$ cat src/inc/fcm_defines.svh
`ifndef FCM_DEFINES_SVH
`define FCM_DEFINES_SVH

// Register byte offsets
`define FCM_PADDR_W        12
`define FCM_OFF_CTRL       12'h000
`define FCM_OFF_STATUS     12'h004
`define FCM_OFF_IRQ_MASK   12'h008

// Control fields
`define FCM_CTRL_INV_EN    0
`define FCM_CTRL_COP_EN    1
`define FCM_CTRL_W         2
`define FCM_CTRL_RESET     2'h2

// Status and mask fields
`define FCM_ST_INVALID     0
`define FCM_ST_RESERVED    1
`define FCM_ST_UNIMPL      2
`define FCM_ST_UNUSABLE    3
`define FCM_ST_W           4
`define FCM_STATUS_RESET   4'h0
`define FCM_MASK_RESET     4'h0

// Condition field bits
`define FCM_CB_NEG         4
`define FCM_CB_SIG         3
`define FCM_CB_LT          2
`define FCM_CB_EQ          1
`define FCM_CB_UN          0

// One bit per condition code, set where the code is reserved
`define FCM_CONDN_RESERVED 32'hF1F1_0000

// Operand formats
`define FCM_FMT_S          2'h0
`define FCM_FMT_D          2'h1
`define FCM_FMT_W          2'h2
`define FCM_FMT_L          2'h3
`define FCM_SGL_W          32
`define FCM_DBL_W          64

`endif

$ cat src/inc/fcm_pkg.sv
`include "fcm_defines.svh"

package fcm_pkg;

    typedef enum logic [1:0] {
        FCM_FMT_SINGLE = `FCM_FMT_S,
        FCM_FMT_DOUBLE = `FCM_FMT_D,
        FCM_FMT_WORD   = `FCM_FMT_W,
        FCM_FMT_LONG   = `FCM_FMT_L
    } fcm_fmt_t;

    typedef struct packed {
        logic        valid;
        fcm_fmt_t    fmt;
        logic [4:0]  condn;
        logic [4:0]  dest;
        logic [63:0] first_src;
        logic [63:0] second_src;
    } fcm_req_t;

    typedef struct packed {
        logic        valid;
        logic        wr_en;
        logic [4:0]  dest;
        logic [63:0] mask;
        logic        inv_flag;
        logic        exc_invalid;
        logic        exc_reserved;
        logic        exc_unimpl;
        logic        exc_unusable;
    } fcm_res_t;

    typedef struct packed {
        logic        signalling_not_a_number;
        logic        quiet_not_a_number;
        logic        zero;
        logic        sign;
        logic [62:0] mag;
    } fcm_cls_t;

    typedef struct packed {
        fcm_res_t    res;
        logic [1:0]  ctrl;
        logic [3:0]  status;
        logic [3:0]  irq_mask;
        logic        pready;
        logic        pslverr;
        logic [31:0] prdata;
        logic        irq;
    } fcm_state_t;

endpackage

$ cat src/verilog/fcm_operand_classify.sv
module fcm_operand_classify (
    input  wire logic             i_dbl,
    input  wire logic [63:0]      i_val,
    output fcm_pkg::fcm_cls_t     o_cls
);
    import fcm_pkg::*;

    logic        exp_ones;
    logic        frac_nz;
    logic        quiet_bit;
    logic [62:0] mag;

    always_comb
    begin
        if (i_dbl)
        begin
            exp_ones   = &i_val[62:52];
            frac_nz    = |i_val[51:0];
            quiet_bit  = i_val[51];
            mag        = i_val[62:0];
            o_cls.sign = i_val[63];
        end
        else
        begin
            // Upper half ignored for single operands
            exp_ones   = &i_val[30:23];
            frac_nz    = |i_val[22:0];
            quiet_bit  = i_val[22];
            mag        = {32'h0, i_val[30:0]};
            o_cls.sign = i_val[31];
        end
        o_cls.mag  = mag;
        o_cls.zero = (mag == 63'h0);
        o_cls.quiet_not_a_number = exp_ones & frac_nz & quiet_bit;
        o_cls.signalling_not_a_number = exp_ones & frac_nz & ~quiet_bit;
    end

endmodule

$ cat src/verilog/fcm_magnitude_compare.sv
module fcm_magnitude_compare (
    input  fcm_pkg::fcm_cls_t i_a,
    input  fcm_pkg::fcm_cls_t i_b,
    output logic              o_less,
    output logic              o_equal
);
    import fcm_pkg::*;

    logic both_zero;

    always_comb
    begin
        // Sign of zero never matters
        both_zero = i_a.zero & i_b.zero;
        o_equal   = both_zero | ((i_a.sign == i_b.sign) && (i_a.mag == i_b.mag));
        if (both_zero)
            o_less = 1'b0;
        else if (i_a.sign != i_b.sign)
            o_less = i_a.sign;
        else if (!i_a.sign)
            o_less = (i_a.mag < i_b.mag);
        else
            o_less = (i_a.mag > i_b.mag);
    end

endmodule

$ cat src/verilog/fcm_compare_unit.sv
// Function
// - Exactly one ordering relation holds per pair
// - Any NaN operand makes relation unordered
// - Positive and negative zero compare equal
// - Condition field selects among sixteen predicates
// - Result is bit4 xor masked relation terms
// - NaN forces unordered, else numeric less/equal
// - Signalling NaN raises invalid operation on every unblocked request
// - Signalling codes also trap on quiet NaN
// - Low codes pick the quiet positive predicates
// - Bit4 complements predicate in one operation
// - Replicate condition bit across format width
// - Unimplemented condition codes are reserved
// - Report unusable, reserved, unimplemented, invalid
// - Mask all ones or zeros, width-limited
// - Invalid sets flag; enabled trap suppresses write
// - Reserved code raises exception, no mask
`include "fcm_defines.svh"

module fcm_compare_unit (
    input  wire logic                      i_clk,
    input  wire logic                      i_rst_n,
    input  fcm_pkg::fcm_req_t              i_req,
    input  wire logic                      i_psel,
    input  wire logic                      i_penable,
    input  wire logic                      i_pwrite,
    input  wire logic [`FCM_PADDR_W-1:0]   i_paddr,
    input  wire logic [31:0]               i_pwdata,
    output logic [31:0]                    o_prdata,
    output logic                           o_pready,
    output logic                           o_pslverr,
    output logic                           o_irq,
    output fcm_pkg::fcm_res_t              o_res
);
    import fcm_pkg::*;

    fcm_state_t q;
    fcm_state_t d;

    fcm_cls_t   cls_a;
    fcm_cls_t   cls_b;
    logic       num_less;
    logic       num_equal;
    logic       is_dbl;
    logic       any_signalling_not_a_number;
    logic       any_quiet_not_a_number;
    logic       rel_less;
    logic       rel_equal;
    logic       rel_unord;
    logic       cond_bit;
    logic       invalid_cond;
    logic       reserved_code;
    logic       unimpl_fmt;
    logic       unusable;
    logic       blocked;
    logic       inv_raise;
    logic       inv_trap;
    logic [63:0] mask;
    logic [3:0] events;
    logic       access;
    logic       done;
    logic       hit;
    logic [31:0] rdata;
    logic [3:0] rd_clear;

    // Magnitude format follows the request
    assign is_dbl = (i_req.fmt == FCM_FMT_DOUBLE);

    fcm_operand_classify u_cls_a (
        .i_dbl (is_dbl),
        .i_val (i_req.first_src),
        .o_cls (cls_a)
    );

    fcm_operand_classify u_cls_b (
        .i_dbl (is_dbl),
        .i_val (i_req.second_src),
        .o_cls (cls_b)
    );

    fcm_magnitude_compare u_cmp (
        .i_a     (cls_a),
        .i_b     (cls_b),
        .o_less  (num_less),
        .o_equal (num_equal)
    );

    always_comb
    begin
        any_signalling_not_a_number = cls_a.signalling_not_a_number | cls_b.signalling_not_a_number;
        any_quiet_not_a_number = cls_a.quiet_not_a_number | cls_b.quiet_not_a_number;
        // NaN, even against itself, is unordered
        if (any_signalling_not_a_number | any_quiet_not_a_number)
        begin
            rel_less  = 1'b0;
            rel_equal = 1'b0;
            rel_unord = 1'b1;
        end
        else
        begin
            rel_less  = num_less;
            rel_equal = num_equal;
            rel_unord = 1'b0;
        end
        // Bits 2..0 pick the predicate, bit 4 negates it
        cond_bit = i_req.condn[`FCM_CB_NEG] ^
                   ((i_req.condn[`FCM_CB_LT] & rel_less) |
                    (i_req.condn[`FCM_CB_EQ] & rel_equal) |
                    (i_req.condn[`FCM_CB_UN] & rel_unord));
        invalid_cond = any_signalling_not_a_number |
                       (i_req.condn[`FCM_CB_SIG] & any_quiet_not_a_number);
        reserved_code = |(`FCM_CONDN_RESERVED & (32'h1 << i_req.condn));
        unimpl_fmt = (i_req.fmt != FCM_FMT_SINGLE) && !is_dbl;
        unusable   = !q.ctrl[`FCM_CTRL_COP_EN];
    end

    always_comb
    begin
        // Upper half zero for single; callers must not rely on it
        if (is_dbl)
            mask = {64{cond_bit}};
        else
            mask = {32'h0, {32{cond_bit}}};
        // Unusable beats reserved beats unimplemented beats invalid
        blocked   = unusable | reserved_code | unimpl_fmt;
        inv_raise = i_req.valid & !blocked & invalid_cond;
        inv_trap  = inv_raise & q.ctrl[`FCM_CTRL_INV_EN];
        events = '0;
        events[`FCM_ST_INVALID]  = inv_raise;
        events[`FCM_ST_RESERVED] = i_req.valid & !unusable & reserved_code;
        events[`FCM_ST_UNIMPL]   = i_req.valid & !unusable & !reserved_code & unimpl_fmt;
        events[`FCM_ST_UNUSABLE] = i_req.valid & unusable;
    end

    always_comb
    begin
        access   = i_psel & i_penable;
        done     = access & q.pready;
        hit      = 1'b1;
        rdata    = 32'h0;
        rd_clear = '0;
        case (i_paddr)
            `FCM_OFF_CTRL:
            begin
                rdata[`FCM_CTRL_W-1:0] = q.ctrl;
            end
            `FCM_OFF_STATUS:
            begin
                rdata[`FCM_ST_W-1:0] = q.status;
                // Clear only what the read returned; later events survive
                rd_clear = {`FCM_ST_W{done & !i_pwrite}} & q.prdata[`FCM_ST_W-1:0];
            end
            `FCM_OFF_IRQ_MASK:
            begin
                rdata[`FCM_ST_W-1:0] = q.irq_mask;
            end
            default:
            begin
                hit = 1'b0;
            end
        endcase
    end

    always_comb
    begin
        d = q;

        // Result stage
        d.res              = '0;
        d.res.valid        = i_req.valid;
        d.res.dest         = i_req.dest;
        d.res.inv_flag     = inv_raise;
        d.res.exc_invalid  = inv_trap;
        d.res.exc_reserved = events[`FCM_ST_RESERVED];
        d.res.exc_unimpl   = events[`FCM_ST_UNIMPL];
        d.res.exc_unusable = events[`FCM_ST_UNUSABLE];
        d.res.wr_en        = i_req.valid & !blocked & !inv_trap;
        if (i_req.valid & !blocked)
            d.res.mask = mask;

        // One wait state: pready rises in the second access cycle
        d.pready  = access & ~q.pready;
        d.pslverr = access & ~q.pready & ~hit;
        if (access & ~q.pready)
            d.prdata = i_pwrite ? 32'h0 : rdata;
        else
            d.prdata = 32'h0;

        // Writes land only on the completing edge
        if (done & i_pwrite & hit)
        begin
            if (i_paddr == `FCM_OFF_CTRL)
                d.ctrl = i_pwdata[`FCM_CTRL_W-1:0];
            if (i_paddr == `FCM_OFF_IRQ_MASK)
                d.irq_mask = i_pwdata[`FCM_ST_W-1:0];
        end

        // New events win over a read-clear in the same cycle
        d.status = (q.status & ~rd_clear) | events;
        d.irq    = |(d.status & d.irq_mask);
    end

    always_ff @(posedge i_clk or negedge i_rst_n)
    begin
        if (!i_rst_n)
        begin
            q          <= '0;
            q.ctrl     <= `FCM_CTRL_RESET;
            q.status   <= `FCM_STATUS_RESET;
            q.irq_mask <= `FCM_MASK_RESET;
        end
        else
        begin
            q <= d;
        end
    end

    assign o_res     = q.res;
    assign o_prdata  = q.prdata;
    assign o_pready  = q.pready;
    assign o_pslverr = q.pslverr;
    assign o_irq     = q.irq;

    logic ok_req;
    assign ok_req = i_req.valid & !blocked;
endmodule

$ cat config.mk
export PLATFORM = sky130hd
export DESIGN_NAME = fcm_compare_unit
export DESIGN_NICKNAME = d
export VERILOG_FILES = /design/src/inc/fcm_pkg.sv /design/src/verilog/fcm_operand_classify.sv /design/src/verilog/fcm_magnitude_compare.sv /design/src/verilog/fcm_compare_unit.sv
export VERILOG_INCLUDE_DIRS = /design/src /design/src/inc
export SDC_FILE = /design/constraint.sdc
export NUM_CORES = 1
export LEC_CHECK = 0
export ABC_AREA = 1
export ABC_CLOCK_PERIOD_IN_PS = 1400
export BUFFER_PORTS_ARGS = -buffer_cell sky130_fd_sc_hd__buf_2
export CAP_MARGIN = 0
export CORE_AREA = 2 2 117 119
export DETAILED_ROUTE_END_ITERATION = 8
export DIE_AREA = 0 0 119 121
export GPL_ROUTABILITY_DRIVEN = 0
export GPL_TIMING_DRIVEN = 0
export MAX_ROUTING_LAYER = met4
export PLACE_DENSITY = 0.74
export SYNTH_ARGS = -nofsm -noshare
export SYNTH_HDL_FRONTEND = slang
export SYNTH_SLANG_ARGS = --single-unit
$ cat constraint.sdc
create_clock -name i_clk -period 1.4 [get_ports i_clk]
set_input_delay 0.28 -clock i_clk [delete_from_list [all_inputs] [get_ports i_clk]]
set_output_delay 0.28 -clock i_clk [all_outputs]
set_load 0.02 [all_outputs]
# Word-level counts from Yosys, hierarchy flattened

Index checks and enable logic that the tools add are counted.

Word-level logic and storage cells: 121
Memories: 0
Bits in registers: 121
Output and inout bits: 111
Bits in writable memories: 0
Bits in read-only memories: 0
Latch bits: 0

Div/mod/pow operators: 0
Multiply operators: 0
Reduce and logical (&&, ||, !) cells: 24
$add $sub $neg: 0
Equality and inequality tests: 6
Shifts and indexed selects: 1
Muxes and demuxes: 26
Bitwise logic cells: 46
Order comparisons: 2

Operators by type and width:

| kind                   | number |
|---|---|
| $mux W64               | 2 |
| $logic_not A63 Y1      | 2 |
| $mux W63               | 2 |
| $reduce_or A52 Y1      | 2 |
| $eq A63 B63 Y1         | 1 |
| $gt A63 B63 Y1         | 1 |
| $lt A63 B63 Y1         | 1 |
| $reduce_or A23 Y1      | 2 |
| $shl A1 B5 Y32 const A | 1 |
| $and A1 B1 Y1          | 27 |
| $reduce_and A11 Y1     | 2 |
| $mux W4                | 5 |
| $reduce_and A8 Y1      | 2 |
| $mux W1                | 15 |
| $and A4 B4 Y4          | 3 |
| $eq A12 B3 Y1 const B  | 1 |
| $eq A12 B4 Y1 const B  | 1 |
| $logic_not A12 Y1      | 1 |
| $reduce_or A10 Y1      | 1 |
| $or A1 B1 Y1           | 9 |
| $logic_not A1 Y1       | 6 |
| $pmux W2 S3            | 1 |
| $not A1 Y1             | 4 |
| $not A4 Y4             | 1 |
| 11 further kinds       | 12 |

# Longest topological paths before layout

Gate-level depths: netlist of run 1.

Depth after elaboration: 13
Mapped depth: 25
Mapped depth without buffers: 23

# Cells and area by module

A second synthesis of run 1 with hierarchy kept.

Cells, all modules: 1025
Area total of the unflattened synthesis: 6120.9 um^2

Modules (own cells, without submodules):

| module                | area each (um^2) | sequential area each (um^2) | times used | cells each |
|---|---|---|---|---|
| fcm_compare_unit      | 2153.3           | 777.0                       | 1          | 259 |
| fcm_operand_classify  | 1012.2           | 0.0                         | 2          | 215 |
| fcm_magnitude_compare | 1943.1           | 0.0                         | 1          | 336 |

# Worst setup path before layout of run 1

No wires, ideal clock.

Path type: input-to-reg
Start point: in i_req[139] in the netlist's numbering
End point: reg q (netlist bit o_res[36])
Data required time: 1.285 ns
Arrival time: 2.496 ns
Setup slack: -1.211 ns
Library setup time: 0.115 ns
Buffers on the path: 3
Stages on the path: 25
Cells stage by stage: inv_2 -> nand2_4 -> inv_4 -> buf_6 -> buf_2 -> buf_1 -> nand2_1 -> ha_1 -> inv_1 -> nor2_1 -> nand2_1 -> nor2_1 -> nand2_1 -> nor2_1 -> nand2_1 -> nand2_1 -> nor2_1 -> nand2_1 -> nand2_1 -> nand2_1 -> nand3_2 -> nand2_1 -> nand2_1 -> nand3_2 -> inv_1

Word-level cells in the longest chain between the ends: 13
Elaborated cells between the ends (all ways): 52

Ends and longest elaborated chain:

| what                                           | RTL line                                            | RTL |
|---|---|---|
| from (decl)                                    | fcm_compare_unit.sv:23                              | `input fcm_pkg::fcm_req_t i_req,` |
| $eq A2 B1 Y1                                   | fcm_compare_unit.sv:67                              | `assign is_dbl = (i_req.fmt == FCM_FMT_DOUBLE);` |
| $mux W63 / $mux W1 (equally long branches)     | fcm_operand_classify.sv:15                          | `if (i_dbl)` |
| $lt A63 B63 Y1 (tied with other cells)         | fcm_magnitude_compare.sv:21                         | `o_less = (i_a.mag < i_b.mag);` |
| $mux W1 (tied with other cells)                | fcm_magnitude_compare.sv:20                         | `else if (!i_a.sign)` |
| $mux W1 (tied with other cells)                | fcm_magnitude_compare.sv:18                         | `else if (i_a.sign != i_b.sign)` |
| $mux W1 / $or A1 B1 Y1 (equally long branches) | fcm_magnitude_compare.sv:16, fcm_compare_unit.sv:93 |  |
| $mux W1                                        | fcm_compare_unit.sv:93                              | `if (any_signalling_not_a_number \| any_quiet_not_a_number)` |
| $and A1 B1 Y1 (on tied branches)               | fcm_compare_unit.sv:107, fcm_compare_unit.sv:108    |  |
| $or A1 B1 Y1 (2 in a row)                      | fcm_compare_unit.sv:107                             | `` ((i_req.condn[`FCM_CB_LT] & rel_less) \| `` |
| $xor A1 B1 Y1                                  | fcm_compare_unit.sv:106                             | `` cond_bit = i_req.condn[`FCM_CB_NEG] ^ `` |
| $mux W64                                       | fcm_compare_unit.sv:120                             | `if (is_dbl)` |
| $mux W64 *                                     | fcm_compare_unit.sv:178                             | `if (i_req.valid & !blocked)` |
| to (decl)                                      | fcm_compare_unit.sv:37                              | `fcm_state_t q;` |

Every way passes the cells marked *; elsewhere a longest branch is shown, timed or not.
A chain may end at the register's enable or synchronous reset.

# Worst setup path after layout of run 1

Start point: in i_req[138] in the netlist's numbering
End point: reg q (netlist bit o_res[67])

The elaborated chain is that of the path after synthesis.

==> impl_metrics.env, run 1 <==
export IMPL_slew_headroom_pct=36.04
export IMPL_synthDistinctLibCells=35
export IMPL_drtIter0Drc=247
export IMPL_die_area_um2=14400
export IMPL_rsz0062_at_grt="yes"
export IMPL_violations="setup timing"
export IMPL_synth_edf_count=0
export IMPL_nets=1364
export IMPL_cts_buffer_depth=2
export IMPL_n_fill_cell=1215
export IMPL_place_ws_ns=-1.601
export IMPL_path_class="in2reg"
export IMPL_cts_max_level=2
export IMPL_swShare_pct=34.89
export IMPL_reg2reg_depth=6
export IMPL_combPwrFrac_pct=43.8
export IMPL_cts_made_buffers=5
export IMPL_drv_slew=0
export IMPL_cpMostUsedCell="nand2_1"
export IMPL_r2r_slack_ns=-0.20
export IMPL_p_int_mw=2.226
export IMPL_drtPass1Iterations=5
export IMPL_synth_area_leader_cell="buf_4"
export IMPL_placed_cells=1253
export IMPL_syn_instance_count=806
export IMPL_timing_worst_slew_pin_value_ns=0.9595
export IMPL_ant_nets=0
export IMPL_hold_slack_ns=0.03789
export IMPL_vias=5954
export IMPL_gr_total_overflow=0
export IMPL_peakVddDrop_v=0.0003651
export IMPL_grt_max_degree=33
export IMPL_max_cap_violations=0
export IMPL_r2r_start="q[44]$_DFFE_PN1P_"
export IMPL_ios=301
export IMPL_cts_tree="done"
export IMPL_core_area_um2=13090
export IMPL_clkPwrFrac_pct=29.4
export IMPL_power_per_cell_area_nw_per_um2=444.0
export IMPL_endpoint_kind="flip-flop"
export IMPL_r2r_end="o_res[74]$_DFF_PN0_"
export IMPL_min_path_type="in2async"
export IMPL_finalSetupViolCount=71
export IMPL_maxClockFrequency_ghz=0.4265
export IMPL_fin_skew_ns=0.003158
export IMPL_totalWireLength_um=16630
export IMPL_seq_power_share_pct=26.8
export IMPL_fin_crit_sh_pct=167.5
export IMPL_synth_seq_area_share_pct=15.73
export IMPL_status="complete, but fails checks"
export IMPL_clk_latency_ns=0.27
export IMPL_antenna_found_initial=0
export IMPL_crit_start="i_req[138]"
export IMPL_final_cells=1288
export IMPL_min_period_ns=2.345
export IMPL_track_usage_pct=23.01
export IMPL_startpoint_type="input pin"
export IMPL_chipWidth_um=119
export IMPL_p_leak_nw=4.536
export IMPL_area_delta_synth_final_pct=55.86
export IMPL_drcViolationCount=0
export IMPL_hold_viol_final=0
export IMPL_setup_ws_ns=-0.9449
export IMPL_crit_fanout=8
export IMPL_synth_top_area_share_pct=16.41
export IMPL_synth_avg_cell_area_um2=6.130
export IMPL_switchingPower_mw=1.193
export IMPL_grt_pass1_wl_um=26240
export IMPL_fp_dieH_um=121
export IMPL_portBuffers=244
export IMPL_numClockSinks=31
export IMPL_required_ns=1.61
export IMPL_place_hpwl_um=13260
export IMPL_cp_slowest_stage_delay_ns=0.20
export IMPL_yosysWarnings=0
export IMPL_layout_drive_gt1_share_pct=41.46
export IMPL_wl_per_cell_um=12.91
export IMPL_synth_flop_cell="dfrtp_1"
export IMPL_arrival_ns=2.55
export IMPL_yosysMostFrequentCell="nand2_1"
export IMPL_synth_area_um2=4941
export IMPL_std_cell_rows=42
export IMPL_viasPerCell=4.623
export IMPL_initial_core_util_pct=37.76
export IMPL_async_flop_share_pct=100.0
export IMPL_slowest_stage="ha_4"
export IMPL_synthTopCellsByArea="buf_4, ha_1, dfrtp_1"
export IMPL_clk_pin_slew_ns=0.05
export IMPL_diodes=0
export IMPL_synthTopCellsByCount="nand2_1, nor2_1, inv_1, buf_4, ha_1"
export IMPL_ys_ff_latch=31
export IMPL_cts_root_buf="clkbuf_16"
export IMPL_first_global_vias=5713
==> how the worst max path moves through the flow <==
stage / depth (start not counted) / end
floorplan: 25 / o_res[36]$_DFF_PN0_
global placement: 20 / o_res[36]$_DFF_PN0_
detailed placement: 19 / o_res[67]$_DFF_PN0_
CTS: 26 / o_res[67]$_DFF_PN0_
global route: 26 / o_res[36]$_DFF_PN0_
finish: 25 / o_res[67]$_DFF_PN0_
==> power by group through the flow <==
stage,clock network (mW),logic [mW],registers (mW)
2_1_floorplan,0,0.765,0.934
3_3_place_gp,0,1.26,0.931
3_5_place_dp,0,1.28,0.931
4_1_cts,1.03,1.45,0.916
5_1_grt,1.06,1.67,0.917
6_report,1.01,1.50,0.917
==> cell families after synthesis <==
group | count (synthesis) | share of synthesized area [%]
flops | 31 | 15.73
fa+ha+maj | 63 | 15.95
simple gates | 407 | 33.91
compound gates | 74 | 8.255
other cells | 1 | 0.07590
buf+inv | 230 | 26.08
==> through the flow <==
stage	cell area [um^2]	power, mW	setup TNS, ns	utilization [%]
4_1_cts	7671	3.399	-24.32	58.63
3_5_place_dp	6603	2.207	-19.97	50.46
2_1_floorplan	5161	1.699	-1.968	-
5_1_grt	7701	3.643	-28.05	58.85
3_3_place_gp	6603	2.188	-18.83	50.46
6_report	7701	3.419	-22.83	58.85
==> cell type report <==
cell class                      instances  area, um^2  area share [%]
Clock inverter                          1       5.005         0.06499
Inverter                              114       447.9           5.816
Buffer                                116        1039           13.49
Timing Repair Buffer                  271        1744           22.65
Clock buffer                            7       132.6           1.722
Tap cell                              176       220.2           2.859
Multi-Input combinational cell        572        3332           43.27
Sequential cell                        31       780.7           10.14
==> timing repair <==
action / 4_1_cts / 5_1_grt
cloned: 4 / 0
pin swaps: 42 / 9
hold buffers: 0 / 0
setup endpoints to repair: 71 / 73
gates resized for setup: 171 / 13
setup buffers: 22 / 2
==> flip-flops by register name (all words and copies together) (netlist names) <==
signal / cells
q: 10
o_prdata: 4
o_irq: 1
o_pready: 1
o_res: 14
o_pslverr: 1
==> cells in the final DEF (no fill, tap or decap), drive strengths merged, types with 8 or more instances in the layout <==
cell / n
a21oi: 32
inv: 114
nand4: 22
o21ai: 28
buf: 387
conb: 28
nand2: 203
ha: 63
nand3: 30
nor2: 139
dfrtp: 30
nor3: 8
==> critical path: cells and delay by family <==
| family | cells | cell delay, ns |
|---|---|---|
| AOI/OAI and AO/OA | 2 | 0.22 |
| adders and majority gates | 1 | 0.20 |
| buffers and inverters | 7 | 0.79 |
| and+or+nand+nor | 15 | 1.04 |
==> routing by layer <==
| metal | vias to the layer above | GRT usage, % | wire (um) |
|---|---|---|---|
| met1 | 2641 | 26.40 | 6717 |
| met4 | 0 | 8.482 | 531 |
| li1 | 3010 | - | - |
| met2 | 259 | 41.56 | 8435 |
| met3 | 44 | 2.397 | 947 |
| met5 | - | - | 0 |
Power figures use the tool's default switching activity.
==> run 2: changes to the inputs <==
- ABC_CLOCK_PERIOD_IN_PS: 1400 -> 2600
- CORE_AREA: 2 2 117 119 -> 2 2 118 120
- DIE_AREA: 0 0 119 121 -> 0 0 120 122
- PLACE_DENSITY: 0.74 -> 0.7
- clock period: 1.4 -> 2.6 ns (I/O delays scaled with it)
==> impl_metrics.env, run 2 (synthesis results as in run 1) <==
export IMPL_clk_latency_ns=0.28
export IMPL_fin_skew_ns=0.005641
export IMPL_largest_reg_flops=14
export IMPL_crit_family="simple AND/OR/NAND/NOR gates"
export IMPL_cts_root_buf="clkbuf_16"
export IMPL_ios=301
export IMPL_place_ws_ns=-0.7012
export IMPL_clk_pin_slew_ns=0.05
export IMPL_final_cell_mix="buf_2, nand2_1, nor2_1"
export IMPL_grt_pass1_wl_um=22760
export IMPL_numClockSinks=31
export IMPL_slowest_stage="ha_1"
export IMPL_worst_path_stages=25
export IMPL_combPwrFrac_pct=42.7
export IMPL_layout_drive_gt1_share_pct=39.67
export IMPL_diodes=0
export IMPL_clkPwrFrac_pct=30.0
export IMPL_timing_worst_slew_pin_value_ns=0.9810
export IMPL_cts_made_buffers=5
export IMPL_cpMostUsedCell="nand2_1"
export IMPL_path_class="in2reg"
export IMPL_reg2reg_depth=6
export IMPL_vias=5687
export IMPL_drv_slew=0
export IMPL_fin_crit_sh_pct=97.14
export IMPL_antenna_found_initial=0
export IMPL_wl_per_cell_um=11.87
export IMPL_min_period_ns=2.526
export IMPL_required_ns=2.81
export IMPL_core_area_um2=13500
export IMPL_chipWidth_um=120
export IMPL_status="finished, final reports clean"
export IMPL_nets=1351
export IMPL_grt_max_degree=33
export IMPL_track_usage_pct=19.60
export IMPL_die_area_um2=14640
export IMPL_crit_fanout=6
export IMPL_ant_nets=0
export IMPL_maxClockFrequency_ghz=0.3959
export IMPL_cp_slowest_stage_delay_ns=0.27
export IMPL_min_path_type="in2async"
export IMPL_cts_tree="done"
export IMPL_area_delta_synth_final_pct=43.56
export IMPL_p_int_mw=1.182
export IMPL_switchingPower_mw=0.6236
export IMPL_hold_viol_final=0
export IMPL_setup_ws_ns=0.07428
export IMPL_p_leak_nw=4.384
export IMPL_place_hpwl_um=12780
export IMPL_drtPass1Iterations=5
export IMPL_startpoint_type="input pin"
export IMPL_swShare_pct=34.54
export IMPL_finalSetupTns_ns=0
export IMPL_slew_headroom_pct=34.60
export IMPL_cts_buffer_depth=2
export IMPL_finalSetupViolCount=0
export IMPL_std_cell_rows=43
export IMPL_max_cap_violations=0
export IMPL_first_global_vias=4886
export IMPL_cts_max_level=2
export IMPL_fp_dieH_um=122
export IMPL_peakVddDrop_v=0.0002251
export IMPL_cts_hold_buf=0
export IMPL_drtIter0Drc=304
export IMPL_drcViolationCount=0
export IMPL_totalWireLength_um=15180
export IMPL_initial_core_util_pct=36.59
export IMPL_rsz0062_at_grt="yes"
export IMPL_arrival_ns=2.73
export IMPL_seq_power_share_pct=27.3
export IMPL_power_per_cell_area_nw_per_um2=254.5
export IMPL_layout_commonest_cell="buf_2"
export IMPL_viasPerCell=4.446
export IMPL_portBuffers=244
export IMPL_gr_total_overflow=0
export IMPL_endpoint_kind="flip-flop"
export IMPL_crit_buf_inv=7
-- run 2: cell count changes in the layout (fill, tap and decap cells not counted), moves of 6 or more --
cell and change:
buf_6 -69, ha_4 -6, ha_1 +6, buf_4 +24, buf_2 +32
-- run 2: per-layer routing --
metal	GRT usage, %	vias up	routed length, um
li1	-	2987	-
met1	23.66	2473	6373
met2	35.40	209	7622
met3	2.154	18	980
met4	3.824	0	205
met5	-	-	0
-- run 2: power groups by stage --
stage / sequential (mW) / clock [mW] / combinational (mW)
2_1_floorplan: 0.503 / 0 / 0.403
3_3_place_gp: 0.500 / 0 / 0.663
3_5_place_dp: 0.501 / 0 / 0.669
4_1_cts: 0.493 / 0.551 / 0.696
5_1_grt: 0.493 / 0.575 / 0.863
6_report: 0.493 / 0.542 / 0.770
-- run 2: area by class of cell --
class                   instances  area, um^2
flip-flops and latches         31       777.0
repair buffers                259        1409
inverters                     114       447.9
clock inverters                 1       5.005
clock buffers                   7       132.6
plain buffers                 115       917.1
well taps                     180       225.2
fillers                      1378        6411
multi-input cells             572        3179
-- run 2: worst paths after layout --
kind	start	endpoint	slack, ns
worst min register to register	o_pready$_DFF_PN0_	o_pready$_DFF_PN0_	0.49
worst max register to register	q[44]$_DFFE_PN1P_	o_res[74]$_DFF_PN0_	0.85
worst min-delay path	i_rst_n	o_pready$_DFF_PN0_	0.28
min in group i_clk	i_req[132]	o_res[73]$_DFF_PN0_	0.35
worst max-delay path	i_req[138]	o_res[67]$_DFF_PN0_	0.07
max in group asynchronous	i_rst_n	o_res[36]$_DFF_PN0_	1.87
-- run 2: metrics by stage --
stage          instance area [um^2]  util, %  hold WS [ns]  cells  power, mW
2_1_floorplan                  5061        -        0.2244    833     0.9054
3_3_place_gp                   6507    48.19        0.4754   1257      1.164
3_5_place_dp                   6507    48.19        0.4830   1257      1.170
4_1_cts                        6756    50.03        0.2990   1270      1.740
5_1_grt                        7093    52.52        0.3388   1279      1.930
6_report                       7093    52.52        0.2848   1279      1.805
-- run 2: what timing repair did --
item / 4_1_cts / 5_1_grt
setup buffers: 6 / 7
resized for setup: 20 / 59
endpoints found under the setup margin: 2 / 2
gates cloned: 0 / 2
pin swaps: 6 / 31
==> run 3: changes to the inputs <==
- CORE_AREA: 2 2 118 120 -> 2 2 117 119
- CTS_BUF_LIST: default -> sky130_fd_sc_hd__clkbuf_8
- DIE_AREA: 0 0 120 122 -> 0 0 119 121
- PLACE_DENSITY: 0.7 -> 0.71
==> impl_metrics.env, run 3 (synthesis results as in run 1) <==
export IMPL_peakVddDrop_v=0.0001649
export IMPL_power_per_cell_area_nw_per_um2=235.4
export IMPL_cts_root_buf="clkbuf_8"
export IMPL_p_leak_nw=4.375
export IMPL_min_period_ns=2.589
export IMPL_slew_headroom_pct=34.46
export IMPL_rsz0062_at_grt="yes"
export IMPL_core_area_um2=13090
export IMPL_setup_ws_ns=0.01074
export IMPL_dpl_cell_area_um2=6502
export IMPL_combPwrFrac_pct=45.8
export IMPL_viasPerCell=4.424
export IMPL_vias=5649
export IMPL_path_cells="buf_8 -> inv_8 -> nand2_8 -> inv_6 -> buf_12 -> buf_8 -> nand2_1 -> ha_1 -> nand2_1 -> nor2_2 -> nand4_1 -> buf_4 -> nor3_2 -> nand2_1 -> nand2_1 -> nand2_1 -> nand2_1 -> nand3_2 -> nand3_1 -> nand3_2 -> nor2_2"
export IMPL_nets=1353
export IMPL_arrival_ns=2.81
export IMPL_largest_reg_flops=14
export IMPL_first_global_vias=5046
export IMPL_min_path_type="in2async"
export IMPL_portBuffers=244
export IMPL_cts_max_level=2
export IMPL_area_delta_synth_final_pct=42.69
export IMPL_crit_buf_inv=6
export IMPL_layout_drive_gt1_share_pct=39.33
export IMPL_fin_crit_sh_pct=99.59
export IMPL_fp_dieH_um=121
export IMPL_drcViolationCount=0
export IMPL_maxClockFrequency_ghz=0.3862
export IMPL_ios=301
export IMPL_switchingPower_mw=0.5990
export IMPL_fin_skew_ns=0.001921
export IMPL_ant_nets=0
export IMPL_gr_total_overflow=0
export IMPL_grt_use_met2_pct=36.10
export IMPL_cp_slowest_stage_delay_ns=0.29
export IMPL_antenna_found_initial=0
export IMPL_drtIter0Drc=303
export IMPL_cts_buffer_depth=2
export IMPL_reg2reg_depth=6
export IMPL_use_met3_pct=2.585
export IMPL_std_cell_rows=42
export IMPL_drtPass1Iterations=5
export IMPL_diodes=0
export IMPL_swShare_pct=36.09
export IMPL_startpoint_type="input pin"
export IMPL_busiest_layer="met2"
export IMPL_timing_worst_slew_pin_value_ns=0.9831
export IMPL_grt_use_met1_pct=23.75
export IMPL_numClockSinks=31
export IMPL_initial_core_util_pct=37.76
export IMPL_clk_latency_ns=0.28
export IMPL_drv_slew=0
export IMPL_status="finished, final reports clean"
export IMPL_seq_power_share_pct=29.7
export IMPL_grt_max_degree=33
export IMPL_place_ws_ns=-0.6527
export IMPL_layout_commonest_cell="buf_2"
export IMPL_finalSetupViolCount=0
export IMPL_cts_tree="done"
export IMPL_chipWidth_um=119
export IMPL_max_cap_violations=0
export IMPL_cpMostUsedCell="nand2_1"
export IMPL_totalWireLength_um=15070
export IMPL_path_class="in2reg"
export IMPL_die_area_um2=14400
export IMPL_n_fill_cell=1315
export IMPL_p_int_mw=1.061
export IMPL_slowest_stage="ha_1"
export IMPL_final_cell_mix="buf_2, nand2_1, nor2_1"
export IMPL_grt_pass1_wl_um=23070
export IMPL_crit_fanout=6
export IMPL_hold_viol_final=0
export IMPL_final_area_um2=7051
export IMPL_cts_made_buffers=5
export IMPL_endpoint_kind="flip-flop"
export IMPL_place_hpwl_um=12840
export IMPL_clk_pin_slew_ns=0.06
export IMPL_worst_path_stages=21
export IMPL_crit_family="simple AND/OR/NAND/NOR gates"
export IMPL_track_usage_pct=20.16
export IMPL_clkPwrFrac_pct=24.5
export IMPL_wl_per_cell_um=11.80
export IMPL_cts_hold_buf=0
export IMPL_required_ns=2.82
## run 3: cell types whose count changed in the layout (fill, tap and decap cells not counted), sizes merged
cell | previous run | this run
buf | 372 | 376
clkinv | 2 | 0
clkbuf | 9 | 7
inv | 113 | 115
## run 3: routing by layer
metal,vias up,wire length (um)
li1,2994,-
met2,211,7360
met4,0,286
met3,19,969
met5,-,0
met1,2425,6450
## run 3: timing repair
item                                    4_1_cts  5_1_grt
endpoints found under the setup margin        2        2
pin swaps                                     4       31
gates resized for setup                      18       58
setup buffers                                 4       13
cloned                                        0        0
## run 3: path summary, 6_finish.rpt
| path | start | endpoint | slack, ns |
|---|---|---|---|
| worst max-delay path | i_req[139] | o_res[67]$_DFF_PN0_ | 0.01 |
| worst max register to register | q[44]$_DFFE_PN1P_ | o_res[74]$_DFF_PN0_ | 0.91 |
| max in group asynchronous | i_rst_n | o_res[70]$_DFF_PN0_ | 1.90 |
| worst min register to register | o_pready$_DFF_PN0_ | o_pready$_DFF_PN0_ | 0.50 |
| min in group i_clk | i_req[131] | o_res[72]$_DFF_PN0_ | 0.34 |
| worst min-delay path | i_rst_n | o_res[73]$_DFF_PN0_ | 0.27 |
## run 3: cell type report
class	instances	area, um^2	area share (%)
Buffer	115	917.1	13.01
Clock buffer	7	96.34	1.366
Clock inverter	1	3.754	0.05324
Inverter	114	440.4	6.247
Multi-Input combinational cell	572	3203	45.43
Sequential cell	31	777.0	11.02
Tap cell	176	220.2	3.123
Timing Repair Buffer	261	1393	19.75
## run 3: power by group through the flow
stage | Clock [mW] | Combinational, mW | Sequential, mW
floorplan | 0 | 0.403 | 0.503
global placement | 0 | 0.662 | 0.500
detailed placement | 0 | 0.669 | 0.501
CTS | 0.414 | 0.692 | 0.492
global route | 0.432 | 0.853 | 0.493
finish | 0.407 | 0.761 | 0.492
## run 3: metrics by stage
stage	TNS (ns)	power [mW]	util [%]	hold slack, ns	std cells
detailed placement	-1.303	1.170	49.69	0.4877	1253
CTS	0	1.598	51.08	0.2933	1264
floorplan	0	0.9054	-	0.2244	833
global route	-0.2350	1.778	53.88	0.3137	1277
finish	0	1.660	53.88	0.2673	1277
global placement	-1.235	1.162	49.69	0.4751	1253
## run 3: worst register-to-register path: stages (launching register included)
cell and delay (ns):
dfstp_2 0.57, nand3_1 0.12, nor2_1 0.26, a21boi_0 0.21
nand2_1 0.15, o21ai_0 0.20, inv_1 0.06
